## src/rtl/rsc_pkg.sv

```systemverilog
package rsc_pkg;

   // reference clock: 200 MHz
   localparam int unsigned CLK_PERIOD_PS        = 5000;

   // power-on release to hard-reset-pin release, in reference clock cycles
   localparam int unsigned POR_HOLD_CYCLES      = 521;
   // least power-on hold the board must supply, in reference clock cycles
   localparam int unsigned POR_MIN_CYCLES       = 16;
   // least hard reset pulse that the device itself drives, in cycles
   localparam int unsigned HARD_HOLD_CYCLES     = 16;
   localparam int unsigned CNT_W                = 10;
   localparam logic [9:0]  POR_HOLD_LAST        = 10'(POR_HOLD_CYCLES - 1);
   localparam logic [9:0]  HARD_HOLD_LAST       = 10'(HARD_HOLD_CYCLES - 1);
   localparam logic [9:0]  CNT_ZERO             = 10'h000;

   // AXI4-Lite register map (byte addresses)
   localparam logic [7:0]  ADDR_STATUS          = 8'h00;
   localparam logic [7:0]  ADDR_MASK            = 8'h04;
   localparam logic [7:0]  ADDR_CAUSE           = 8'h08;
   localparam logic [7:0]  ADDR_STRAPS          = 8'h0C;
   localparam logic [7:0]  ADDR_CONTROL         = 8'h10;

   // cause / event bit positions, shared by status, mask and cause
   localparam int unsigned EV_W                 = 5;
   localparam int unsigned EV_POR               = 0;
   localparam int unsigned EV_HARD_EXT          = 1;
   localparam int unsigned EV_WATCHDOG          = 2;
   localparam int unsigned EV_BUS_MON           = 3;
   localparam int unsigned EV_SOFT              = 4;

   // control register fields
   localparam int unsigned CTL_WDOG_EN          = 0;
   localparam int unsigned CTL_BMON_EN          = 1;
   localparam logic [1:0]  CTL_RESET            = 2'h0;

   localparam int unsigned STRAP_W              = 5;
   localparam logic [1:0]  RESP_OKAY            = 2'h0;
   localparam logic [1:0]  RESP_SLVERR          = 2'h2;

   typedef enum logic [1:0]
   {
      RSC_ST_POR  = 2'b00,
      RSC_ST_HARD = 2'b01,
      RSC_ST_RUN  = 2'b10
   } rsc_state_t;

endpackage

```

## src/rtl/rsc_reset_ctrl.sv

```systemverilog
// Decided for this implementation: register access over AXI4-Lite and the register addresses.
`timescale 1ns/1ps
module rsc_reset_ctrl
   import rsc_pkg::*;
(
   // clock and reset
   input  wire logic                       aclk,
   input  wire logic                       aresetn,
   // board reset pins
   input  wire logic                       power_on_reset_n,
   input  wire logic                       hard_reset_pin_n_i,
   output logic                            hard_reset_pin_n_o,
   output logic                            hard_reset_pin_n_oe,
   // strap inputs
   input  wire logic [1:0]                 boot_mode_straps,
   input  wire logic                       watchdog_enable_strap,
   input  wire logic                       host_byte_width_strap,
   input  wire logic                       host_mode_strap,
   // internal reset requests
   input  wire logic                       watchdog_expired,
   input  wire logic                       bus_monitor_expired,
   input  wire logic                       tap_boundary_cmd,
   // reset outputs to the device, active low except soft_reset_internal, which is active high
   output logic                            clock_gen_reset_n,
   output logic                            core_reset_n,
   output logic                            periph_reset_n,
   output logic                            monitor_reset_n,
   output logic                            clock_stop_reset_n,
   output logic                            soft_reset_internal,
   // latched straps
   output logic [1:0]                      boot_mode_q,
   output logic                            watchdog_enable_q,
   output logic                            host_byte_width_q,
   output logic                            host_mode_q,
   // interrupt
   output logic                            irq,
   // AXI4-Lite write address
   input  wire logic [7:0]                 s_axi_awaddr,
   input  wire logic                       s_axi_awvalid,
   output logic                            s_axi_awready,
   // AXI4-Lite write data
   input  wire logic [31:0]                s_axi_wdata,
   input  wire logic [3:0]                 s_axi_wstrb,
   input  wire logic                       s_axi_wvalid,
   output logic                            s_axi_wready,
   // AXI4-Lite write response
   output logic [1:0]                      s_axi_bresp,
   output logic                            s_axi_bvalid,
   input  wire logic                       s_axi_bready,
   // AXI4-Lite read address
   input  wire logic [7:0]                 s_axi_araddr,
   input  wire logic                       s_axi_arvalid,
   output logic                            s_axi_arready,
   // AXI4-Lite read data
   output logic [31:0]                     s_axi_rdata,
   output logic [1:0]                      s_axi_rresp,
   output logic                            s_axi_rvalid,
   input  wire logic                       s_axi_rready
);

   rsc_state_t           state_q;
   logic [CNT_W-1:0]     cnt_q;
   logic                 por_sync_n;
   logic                 hard_sync_n;
   logic                 por_sync_d1_q;
   logic                 hard_req;
   logic                 soft_req;
   logic                 soft_q;
   logic [EV_W-1:0]      events;
   logic [EV_W-1:0]      status_q;
   logic [EV_W-1:0]      mask_q;
   logic [EV_W-1:0]      cause_q;
   logic [EV_W-1:0]      pending_q;
   logic [1:0]           ctrl_q;
   logic                 aw_done_q;
   logic                 w_done_q;
   logic [7:0]           awaddr_q;
   logic [31:0]          wdata_q;
   logic [3:0]           wstrb_q;
   logic                 wr_fire;
   logic                 rd_fire;
   logic                 status_rd;
   logic [1:0]           drive_hist_q;
   logic                 ext_hard;

   // both board inputs are asynchronous to the reference clock
   rsc_sync u_sync_por
   (
      .aclk     (aclk),
      .aresetn  (aresetn),
      .async_in (power_on_reset_n),
      .sync_out (por_sync_n)
   );

   rsc_sync u_sync_hard
   (
      .aclk     (aclk),
      .aresetn  (aresetn),
      .async_in (hard_reset_pin_n_i),
      .sync_out (hard_sync_n)
   );

   always_ff @(posedge aclk)
   begin
      if (!aresetn)
         por_sync_d1_q <= 1'b0;
      else
         por_sync_d1_q <= por_sync_n;
   end

   // the synchroniser still shows our own pull for two edges after release
   always_ff @(posedge aclk)
   begin
      if (!aresetn)
         drive_hist_q <= 2'b11;
      else
         drive_hist_q <= {drive_hist_q[0], state_q != RSC_ST_RUN};
   end

   // an external pin low is ignored while we drive it ourselves
   assign ext_hard = !hard_sync_n && state_q == RSC_ST_RUN && drive_hist_q == 2'b00;
   assign hard_req = ext_hard
                   || (watchdog_expired && ctrl_q[CTL_WDOG_EN])
                   || (bus_monitor_expired && ctrl_q[CTL_BMON_EN]);
   assign soft_req = tap_boundary_cmd;

   always_comb
   begin
      events              = '0;
      events[EV_POR]      = !por_sync_n;
      events[EV_HARD_EXT] = ext_hard;
      events[EV_WATCHDOG] = watchdog_expired && ctrl_q[CTL_WDOG_EN];
      events[EV_BUS_MON]  = bus_monitor_expired && ctrl_q[CTL_BMON_EN];
      events[EV_SOFT]     = tap_boundary_cmd;
   end

   // sequencer: power-on holds until release plus 521 cycles
   always_ff @(posedge aclk)
   begin
      if (!aresetn)
      begin
         state_q <= RSC_ST_POR;
         cnt_q   <= CNT_ZERO;
      end
      else if (!por_sync_n)
      begin
         state_q <= RSC_ST_POR;
         cnt_q   <= CNT_ZERO;
      end
      else
      begin
         case (state_q)
            RSC_ST_POR:
            begin
               if (cnt_q == POR_HOLD_LAST)
               begin
                  state_q <= RSC_ST_RUN;
                  cnt_q   <= CNT_ZERO;
               end
               else
                  cnt_q <= cnt_q + 10'h001;
            end
            RSC_ST_HARD:
            begin
               if (cnt_q == HARD_HOLD_LAST)
               begin
                  state_q <= RSC_ST_RUN;
                  cnt_q   <= CNT_ZERO;
               end
               else
                  cnt_q <= cnt_q + 10'h001;
            end
            RSC_ST_RUN:
            begin
               if (hard_req)
               begin
                  state_q <= RSC_ST_HARD;
                  cnt_q   <= CNT_ZERO;
               end
            end
            default:
            begin
               state_q <= RSC_ST_POR;
               cnt_q   <= CNT_ZERO;
            end
         endcase
      end
   end

   // soft reset lasts while the boundary-scan command is active
   always_ff @(posedge aclk)
   begin
      if (!aresetn)
         soft_q <= 1'b0;
      else
         soft_q <= soft_req && state_q == RSC_ST_RUN;
   end

   // open drain: only ever pulls low
   assign hard_reset_pin_n_o  = 1'b0;
   assign hard_reset_pin_n_oe = (state_q != RSC_ST_RUN);

   always_ff @(posedge aclk)
   begin
      if (!aresetn)
      begin
         clock_gen_reset_n   <= 1'b0;
         core_reset_n        <= 1'b0;
         periph_reset_n      <= 1'b0;
         monitor_reset_n     <= 1'b0;
         clock_stop_reset_n  <= 1'b0;
         soft_reset_internal <= 1'b0;
      end
      else
      begin
         clock_gen_reset_n   <= !(state_q == RSC_ST_POR);
         core_reset_n        <= state_q == RSC_ST_RUN && !soft_q;
         periph_reset_n      <= state_q == RSC_ST_RUN && !soft_q;
         monitor_reset_n     <= state_q == RSC_ST_RUN && !soft_q;
         clock_stop_reset_n  <= state_q == RSC_ST_RUN && !soft_q;
         soft_reset_internal <= soft_q;
      end
   end

   // straps caught on the release edge of the synchronised power-on input
   always_ff @(posedge aclk)
   begin
      if (!aresetn)
      begin
         boot_mode_q       <= 2'h0;
         watchdog_enable_q <= 1'b0;
         host_byte_width_q <= 1'b0;
         host_mode_q       <= 1'b0;
      end
      else if (por_sync_n && !por_sync_d1_q)
      begin
         boot_mode_q       <= boot_mode_straps;
         watchdog_enable_q <= watchdog_enable_strap;
         host_byte_width_q <= host_byte_width_strap;
         host_mode_q       <= host_mode_strap;
      end
   end

   // cause: sources of the reset now running, frozen once the device runs
   always_ff @(posedge aclk)
   begin
      if (!aresetn)
      begin
         pending_q <= '0;
         cause_q   <= '0;
      end
      else
      begin
         if (state_q == RSC_ST_RUN && !soft_q && (hard_req || soft_req))
            pending_q <= events;
         else if (state_q == RSC_ST_RUN && !soft_q)
            pending_q <= '0;
         else
            pending_q <= pending_q | events;
         if (state_q != RSC_ST_RUN && !por_sync_n)
            cause_q <= '0;
         else if ((state_q != RSC_ST_RUN || soft_q) && |(pending_q | events))
            cause_q <= pending_q | events;
      end
   end

   // AXI4-Lite slave: one write and one read at a time
   assign s_axi_awready = !aw_done_q && !s_axi_bvalid;
   assign s_axi_wready  = !w_done_q && !s_axi_bvalid;
   assign s_axi_arready = !s_axi_rvalid;
   assign wr_fire   = aw_done_q && w_done_q;
   assign rd_fire   = s_axi_arvalid && s_axi_arready;
   assign status_rd = rd_fire && s_axi_araddr == ADDR_STATUS;
   assign irq       = |(status_q & mask_q);

   always_ff @(posedge aclk)
   begin
      if (!aresetn)
      begin
         aw_done_q    <= 1'b0;
         w_done_q     <= 1'b0;
         awaddr_q     <= 8'h00;
         wdata_q      <= 32'h0000_0000;
         wstrb_q      <= 4'h0;
         s_axi_bvalid <= 1'b0;
         s_axi_bresp  <= RESP_OKAY;
      end
      else
      begin
         if (s_axi_awvalid && s_axi_awready)
         begin
            aw_done_q <= 1'b1;
            awaddr_q  <= s_axi_awaddr;
         end
         if (s_axi_wvalid && s_axi_wready)
         begin
            w_done_q <= 1'b1;
            wdata_q  <= s_axi_wdata;
            wstrb_q  <= s_axi_wstrb;
         end
         if (wr_fire)
         begin
            aw_done_q    <= 1'b0;
            w_done_q     <= 1'b0;
            s_axi_bvalid <= 1'b1;
            s_axi_bresp  <= (awaddr_q == ADDR_MASK || awaddr_q == ADDR_CONTROL
                             || awaddr_q == ADDR_STATUS || awaddr_q == ADDR_CAUSE
                             || awaddr_q == ADDR_STRAPS) ? RESP_OKAY : RESP_SLVERR;
         end
         else if (s_axi_bready)
            s_axi_bvalid <= 1'b0;
      end
   end

   // mask and control registers; low byte lane carries every field
   always_ff @(posedge aclk)
   begin
      if (!aresetn)
      begin
         mask_q <= '0;
         ctrl_q <= CTL_RESET;
      end
      else if (wr_fire && wstrb_q[0])
      begin
         if (awaddr_q == ADDR_MASK)
            mask_q <= wdata_q[EV_W-1:0];
         else if (awaddr_q == ADDR_CONTROL)
            ctrl_q <= wdata_q[1:0];
      end
   end

   // sticky status, cleared by reading it; a new event wins over the clear
   always_ff @(posedge aclk)
   begin
      if (!aresetn)
         status_q <= '0;
      else
         status_q <= (status_rd ? '0 : status_q) | events;
   end

   always_ff @(posedge aclk)
   begin
      if (!aresetn)
      begin
         s_axi_rvalid <= 1'b0;
         s_axi_rdata  <= 32'h0000_0000;
         s_axi_rresp  <= RESP_OKAY;
      end
      else if (rd_fire)
      begin
         s_axi_rvalid <= 1'b1;
         s_axi_rresp  <= RESP_OKAY;
         if (s_axi_araddr == ADDR_STATUS)
            s_axi_rdata <= {27'h0, status_q};
         else if (s_axi_araddr == ADDR_MASK)
            s_axi_rdata <= {27'h0, mask_q};
         else if (s_axi_araddr == ADDR_CAUSE)
            s_axi_rdata <= {27'h0, cause_q};
         else if (s_axi_araddr == ADDR_STRAPS)
            s_axi_rdata <= {27'h0, host_mode_q, host_byte_width_q,
                            watchdog_enable_q, boot_mode_q};
         else if (s_axi_araddr == ADDR_CONTROL)
            s_axi_rdata <= {30'h0, ctrl_q};
         else
         begin
            s_axi_rdata <= 32'h0000_0000;
            s_axi_rresp <= RESP_SLVERR;
         end
      end
      else if (s_axi_rready)
         s_axi_rvalid <= 1'b0;
   end

endmodule

```

## src/rtl/rsc_sync.sv

```systemverilog
`timescale 1ns/1ps
// two-flop level synchroniser; the first flop feeds only the second
module rsc_sync
(
   // clock and reset
   input  wire logic aclk,
   input  wire logic aresetn,
   // level in and out
   input  wire logic async_in,
   output logic      sync_out
);
   logic meta_q;

   always_ff @(posedge aclk)
   begin
      if (!aresetn)
      begin
         meta_q   <= 1'b0;
         sync_out <= 1'b0;
      end
      else
      begin
         meta_q   <= async_in;
         sync_out <= meta_q;
      end
   end
endmodule

```

## config.mk

```make
export PLATFORM = sky130hd
export DESIGN_NAME = rsc_reset_ctrl
export DESIGN_NICKNAME = d
export VERILOG_FILES = /design/src/rtl/rsc_pkg.sv /design/src/rtl/rsc_reset_ctrl.sv /design/src/rtl/rsc_sync.sv
export SDC_FILE = /design/constraint.sdc
export NUM_CORES = 1
export LEC_CHECK = 0
export BUFFER_PORTS_ARGS = -buffer_cell sky130_fd_sc_hd__buf_2
export CAP_MARGIN = 20
export CORE_MARGIN = 1
export CORE_UTILIZATION = 50
export DETAILED_ROUTE_END_ITERATION = 6
export GPL_TIMING_DRIVEN = 0
export PLACE_DENSITY = 0.8
export SETUP_SLACK_MARGIN = 0.4
export SLEW_MARGIN = 20
export SYNTH_ARGS = -nofsm -noshare
export SYNTH_HDL_FRONTEND = slang
export SYNTH_SLANG_ARGS = --single-unit
```

## constraint.sdc

```tcl
create_clock -name aclk -period 2 [get_ports aclk]
set_clock_uncertainty 0.1 [all_clocks]
set_input_delay 0.1 -clock aclk [delete_from_list [all_inputs] [get_ports aclk]]
set_output_delay 0.1 -clock aclk [all_outputs]
set_load 0.02 [all_outputs]
```

# After elaboration in Yosys (flattened, before gate mapping)
# Cells that the tools add are included.
op_classes:
  addsub: 1
  mul: 0
  n_div: 0
  order_cmp: 0
  n_eq_ne: 16
  shift: 0
  mux: 26
  n_bitwise: 5
  n_reduce_logical: 49
op_table:
  columns: ["operator", "n"]
  rows:
  - ["2-to-1 mux 5 bit", 7]
  - ["== test 8 x 4 -> 1 bit, second input constant", 4]
  - ["2-to-1 mux 10 bit", 3]
  - ["one-hot mux 10 bit (3 select lines)", 1]
  - ["2-to-1 mux 2 bit", 10]
  - ["logical AND 1 bit", 18]
  - ["== test 8 x 3 -> 1 bit, second input constant", 2]
  - ["== test 8 x 5 -> 1 bit, second input constant", 2]
  - ["zero test 8 bit", 2]
  - ["adder 10 x 1 -> 10 bit, second input constant", 1]
  - ["== test 10 bit, second input constant", 1]
  - ["== test 10 x 4 -> 1 bit, second input constant", 1]
  - ["OR 5 bit", 2]
  - ["OR reduction 5 bit", 2]
  - ["zero test 1 bit", 9]
  - ["logical OR 1 bit", 8]
  - ["!= test 2 bit, second input constant", 4]
  - ["one-hot mux 2 bit (3 select lines)", 1]
  - ["AND reduction 3 bit", 2]
  - ["AND 5 bit", 1]
  - ["zero test 2 bit", 2]
  - ["2-to-1 mux 1 bit", 4]
  - ["AND reduction 2 bit", 2]
  - ["nonzero test 2 bit", 2]
  - ["4 further kinds", 6]
totals:
  register_bits: 104
  latchBits: 0
  mem_bits_rw: 0
  rom_bits: 0
  input_bits: 69
  output_inout_bits: 55
  n_memories: 0

# Logic depth before layout (Yosys ltp)
logic_depth:
  depth_word: 8
  ltp_mapped: 7
  depth_no_buf: 6

# Hierarchy
# From an unflattened synthesis, not the netlist that was laid out.
hier_totals:
  cells_unflattened: 401
  hier_area_um2: 3484.6
modules_own_cells:
  columns: ["module", "n_inst", "cells_per_inst", "area_each_um2", "seq_area_each_um2"]
  rows:
  - ["rsc_reset_ctrl", 1, 393, 3379.5, 1421.4]
  - ["rsc_sync", 2, 4, 52.6, 40.0]

# Worst setup path before layout
# Ideal clock, no wire load.
synth_path:
  path_kind: "register -> register"
  start: "register cnt_q[0]"
  end: "register cnt_q[1]"
  setup_ns: 0.117
  arrival_ns: 1.629
  required_time_ns: 1.783
  slack_ns: 0.153
  path_stages_with_launch: 7
  n_path_buf: 1
  period_less_slack_ns: 1.847
  cell_sequence: "dfxtp_1 -> inv_1 -> ha_1 -> or4bb_1 -> a211o_1 -> buf_2 -> a32o_1"
synth_between:
  elab_chain_len: 3
synth_rtl:
  columns: ["item", "line", "rtl"]
  rows:
  - ["from (decl)", "rsc_reset_ctrl.sv:62", "logic [CNT_W-1:0] cnt_q;"]
  - ["from (signal assigned)", "rsc_reset_ctrl.sv:161", "cnt_q <= cnt_q + 10'h001;"]
  - ["from (signal assigned)", "rsc_reset_ctrl.sv:171", "cnt_q <= cnt_q + 10'h001;"]
  - ["adder 10 x 1 -> 10 bit, or another cell as far along", "rsc_reset_ctrl.sv:161, rsc_reset_ctrl.sv:171", null]
  - ["2-to-1 mux 10 bit (on tied branches)", "rsc_reset_ctrl.sv:165, rsc_reset_ctrl.sv:155", null]
  - ["one-hot mux 10 bit (3 select lines) *", "rsc_reset_ctrl.sv:152", "case (state_q)"]
# Mark *: on every way between the ends. The rest lies on a longest branch, timed or not.
# A chain may end at the register's enable or synchronous reset.

# Final worst setup path
layout_path:
  start: "register cnt_q[9]"
  end: "register cnt_q[1]"
layout_between:
  elab_chain_len: 3
layout_rtl:
  columns: ["item", "line"]
  rows:
  - ["== test 10 x 4 -> 1 bit or == test 10 bit (tied branches)", "rsc_reset_ctrl.sv:165, rsc_reset_ctrl.sv:155"]
  - ["2-to-1 mux 10 bit (on tied branches)", "rsc_reset_ctrl.sv:165, rsc_reset_ctrl.sv:155"]
  - ["one-hot mux 10 bit (3 select lines) *", "rsc_reset_ctrl.sv:152"]
# Marked as above.

==> key figures <==
GRT
  – Met1 Use GR: 28.0%
  – Initial antenna violation count: 0
  – Met3 Use GR: 7.10%
  – GR Overflow Total: 0
  – Most Used Layer, Global Route: met2
  – Total GRT Usage: 25.1%
  – First-pass GRT wire length: 14300 um
  – Largest net degree at the start of global routing: 14
  – Met2 Usage GRT: 44.4%
  – Vias in the first global route: 3179

Finish
  – Filler cells: 532
  – Commonest non-fill, non-tap cells in the layout: 68 x dfxtp_1, 62 x buf_2, 60 x nand2_1
  – Final Core Density: 70.1%
  – Nets: 623
  – Diode count: 0
  – Area grow syn2layout: 35.9%
  – Commonest non-fill, non-tap cell in the layout: dfxtp_1
  – Ratio of cells with drive above 1 in the final layout: 30.5%

Clocking
  – CTS root buf: clkbuf_8
  – Clock latency on the worst-skew pair: 350 ps
  – Clock-pin slew on the worst setup and hold paths: 80 ps
  – CTS Buffer Depth: 2
  – CTS Sinks: 75
  – CTS Buf Count: 9
  – CTS HTree Levels: 3
  – CTS tree: done

Yosys
  – Ys async rst share: 0%
  – Syn Std Cell Area: 3480 sq um
  – Yosys reg bits: 75
  – Post-Syn Instances: 409
  – Number of flops mapped to enable cells by yosys: 0
  – Synth warn: 0
  – Seq/Total Area, Yosys: 43.1%
  – Syn_area_per_cell: 8.52 sq um
  – Synth cell types: 53
  – Synth Flop Type: dfxtp_1

Timing
  – Tcrit/Tclk final: 94.1%
  – RSZ-0062 raised after global routing: yes
  – Hold Vio Cnt, Final: 0
  – FMAX: 532 MHz
  – Max_slew headroom: 56.8%
  – Final setup viols: 0
  – Tmin final: 1880 ps
  – Worst slew pin tran: 643 ps
  – Setup TNS: 0 ps
  – Final Slew Violations: 0

Worst setup path
  – Worst-path fanout max: 5
  – CP Data Required Time: 2140 ps
  – Crit path DAT: 2020 ps
  – Crit path kind: reg2reg
  – CP startpoint kind: flop
  – CP Capture Type: flop

Routing
  – DR vias: 3364
  – Final ANT Viol Nets: 0
  – Drt first pass iters: 6
  – Avg WL per Cell: 14.2 um
  – Post-DR vias/cell: 5.28
  – Routed Wire Length: 9050 um
  – DR DRC count: 0
  – DR iter-0 viols: 150

Power
  – Pleak: 2.04 nW
  – PwrDens: 671 nW/um^2
  – Net Switching: 841 uW
  – Combinational share of power: 13.4%
  – Int Pwr: 2.34 mW
  – Max VDD drop: 0.411 mV
  – Seq pwr share: 49.6%
  – Total power: 3.18 mW
  – Sw frac: 26.4%
  – Clock power share: 37.0%

Placement
  – IO buf count: 62
  – DPL Wire Length: 5840 um
  – Gp weighted congestion: 0.847

Floorplan
  – Starting density of the core: 51.6%
  – I/O pin count: 124
  – Full die area: 7300 sq um
  – # rows: 30
  – Placeable Area: 6760 sq um
  – Die height: 85.5 um
  – Die X: 85.5 um

Hold path
  – Hold crit path type: in2reg

Run status
  – Outcome: finished clean

Job
  – Max-cap violations: 0
layout make-up:
cell class	instances	area, sq um	area share, %
Sequential cell	75	1510	31.9
Buffer	46	313	6.61
Clock inverter	6	63.8	1.35
Timing Repair Buffer	103	699	14.8
Tap cell	80	100	2.11
Multi-Input combinational cell	307	1870	39.6
Inverter	10	37.5	0.793
Clock buffer	10	138	2.91
synthesized netlist by cell type, drive strengths merged (3+ instances only):
master	number	area, sq um
o211ai	4	30.0
dfxtp	75	1500
nor2b	9	56.3
a31oi	7	43.8
o21ai	14	70.1
nand4	9	56.3
o32ai	3	26.3
a21oi	25	125
clkbuf	11	41.3
buf	35	258
mux2i	19	190
nand2	61	231
and2	9	56.3
nor2	42	158
inv	10	37.5
nand3	15	75.1
nor4	5	88.8
or4	4	33.8
nand2b	7	43.8
a211oi	3	22.5
nor3	8	50.1
power by group through the flow:
| stage | Sequential (mW) | Combinational, mW | Clock (mW) |
|---|---|---|---|
| global route | 1.58 | 0.459 | 1.26 |
| detailed placement | 1.61 | 0.344 | 0 |
| floorplan | 1.61 | 0.242 | 0 |
| finish | 1.58 | 0.424 | 1.18 |
| global placement | 1.61 | 0.337 | 0 |
| CTS | 1.57 | 0.407 | 1.20 |
registers in the layout, summed over array words and instances (netlist names), 2 cells and up:
signal / flops
awaddr_q: 8
boot_mode_q: 2
cause_q: 5
cnt_q: 10
ctrl_q: 2
drive_hist_q: 2
mask_q: 5
pending_q: 5
s_axi_rdata: 5
state_q: 2
status_q: 5
wdata_q: 5
cell families after synthesis:
family | after synthesis | share of synthesized area [%]
muxes | 19 | 5.46
adders and majority gates | 2 | 0.718
other | 1 | 0.108
and+or+nand+nor | 180 | 26.9
DFF | 75 | 43.1
AOI/OAI and AO/OA | 73 | 13.3
xor gates and xnor gates | 3 | 0.754
buffers and inverters | 56 | 9.66
metrics by stage:
stage               hold slack (ps)  setup WS, ps  cells  area (sq um)
floorplan                      99.0           256    438          3600
detailed placement              193           113    580          4010
CTS                            8.33           213    633          4650
global route                   45.1          79.9    637          4730
finish                         48.3           119    637          4730
global placement                184           160    580          4010
path summary, 6_finish.rpt:
kind	slack (ps)	endpoint	depth (start not counted)	startpoint
worst max register to register	120	cnt_q[1]$_SDFFE_PN0P_	4	cnt_q[9]$_SDFFE_PN0P_
worst min-delay path	50	s_axi_bresp[1]$_SDFFE_PN0P_	3	aresetn
worst max-delay path	120	cnt_q[1]$_SDFFE_PN0P_	4	cnt_q[9]$_SDFFE_PN0P_
worst min register to register	340	u_sync_hard.sync_out$_SDFF_PN0_	1	u_sync_hard.meta_q$_SDFF_PN0_
metal layers:
layer  vias up  wire (um)  share of wire, %
li1       1657          -                 -
met1      1560       3700                41
met2       121       4630                51
met3        26        495               5.5
met4         0        229               2.5
met5         -          0                 0
critical path, cell delays in order (launching register included):
cell and delay [ps]:
dfxtp_1 420, or4bb_4 570, a211o_1 320, buf_6 160, a32o_1 210
what timing repair did:
item / 4_1_cts / 5_1_grt
gates cloned: 1 / 0
hold buffers: 28 / 0
setup buffers: 8 / 4
pin swaps: 14 / 8
hold endpoints to repair: 30 / 0
endpoints found under the setup margin: 29 / 42
gates resized for setup: 27 / 18
Note: power is estimated with default switching activity, not from simulation.
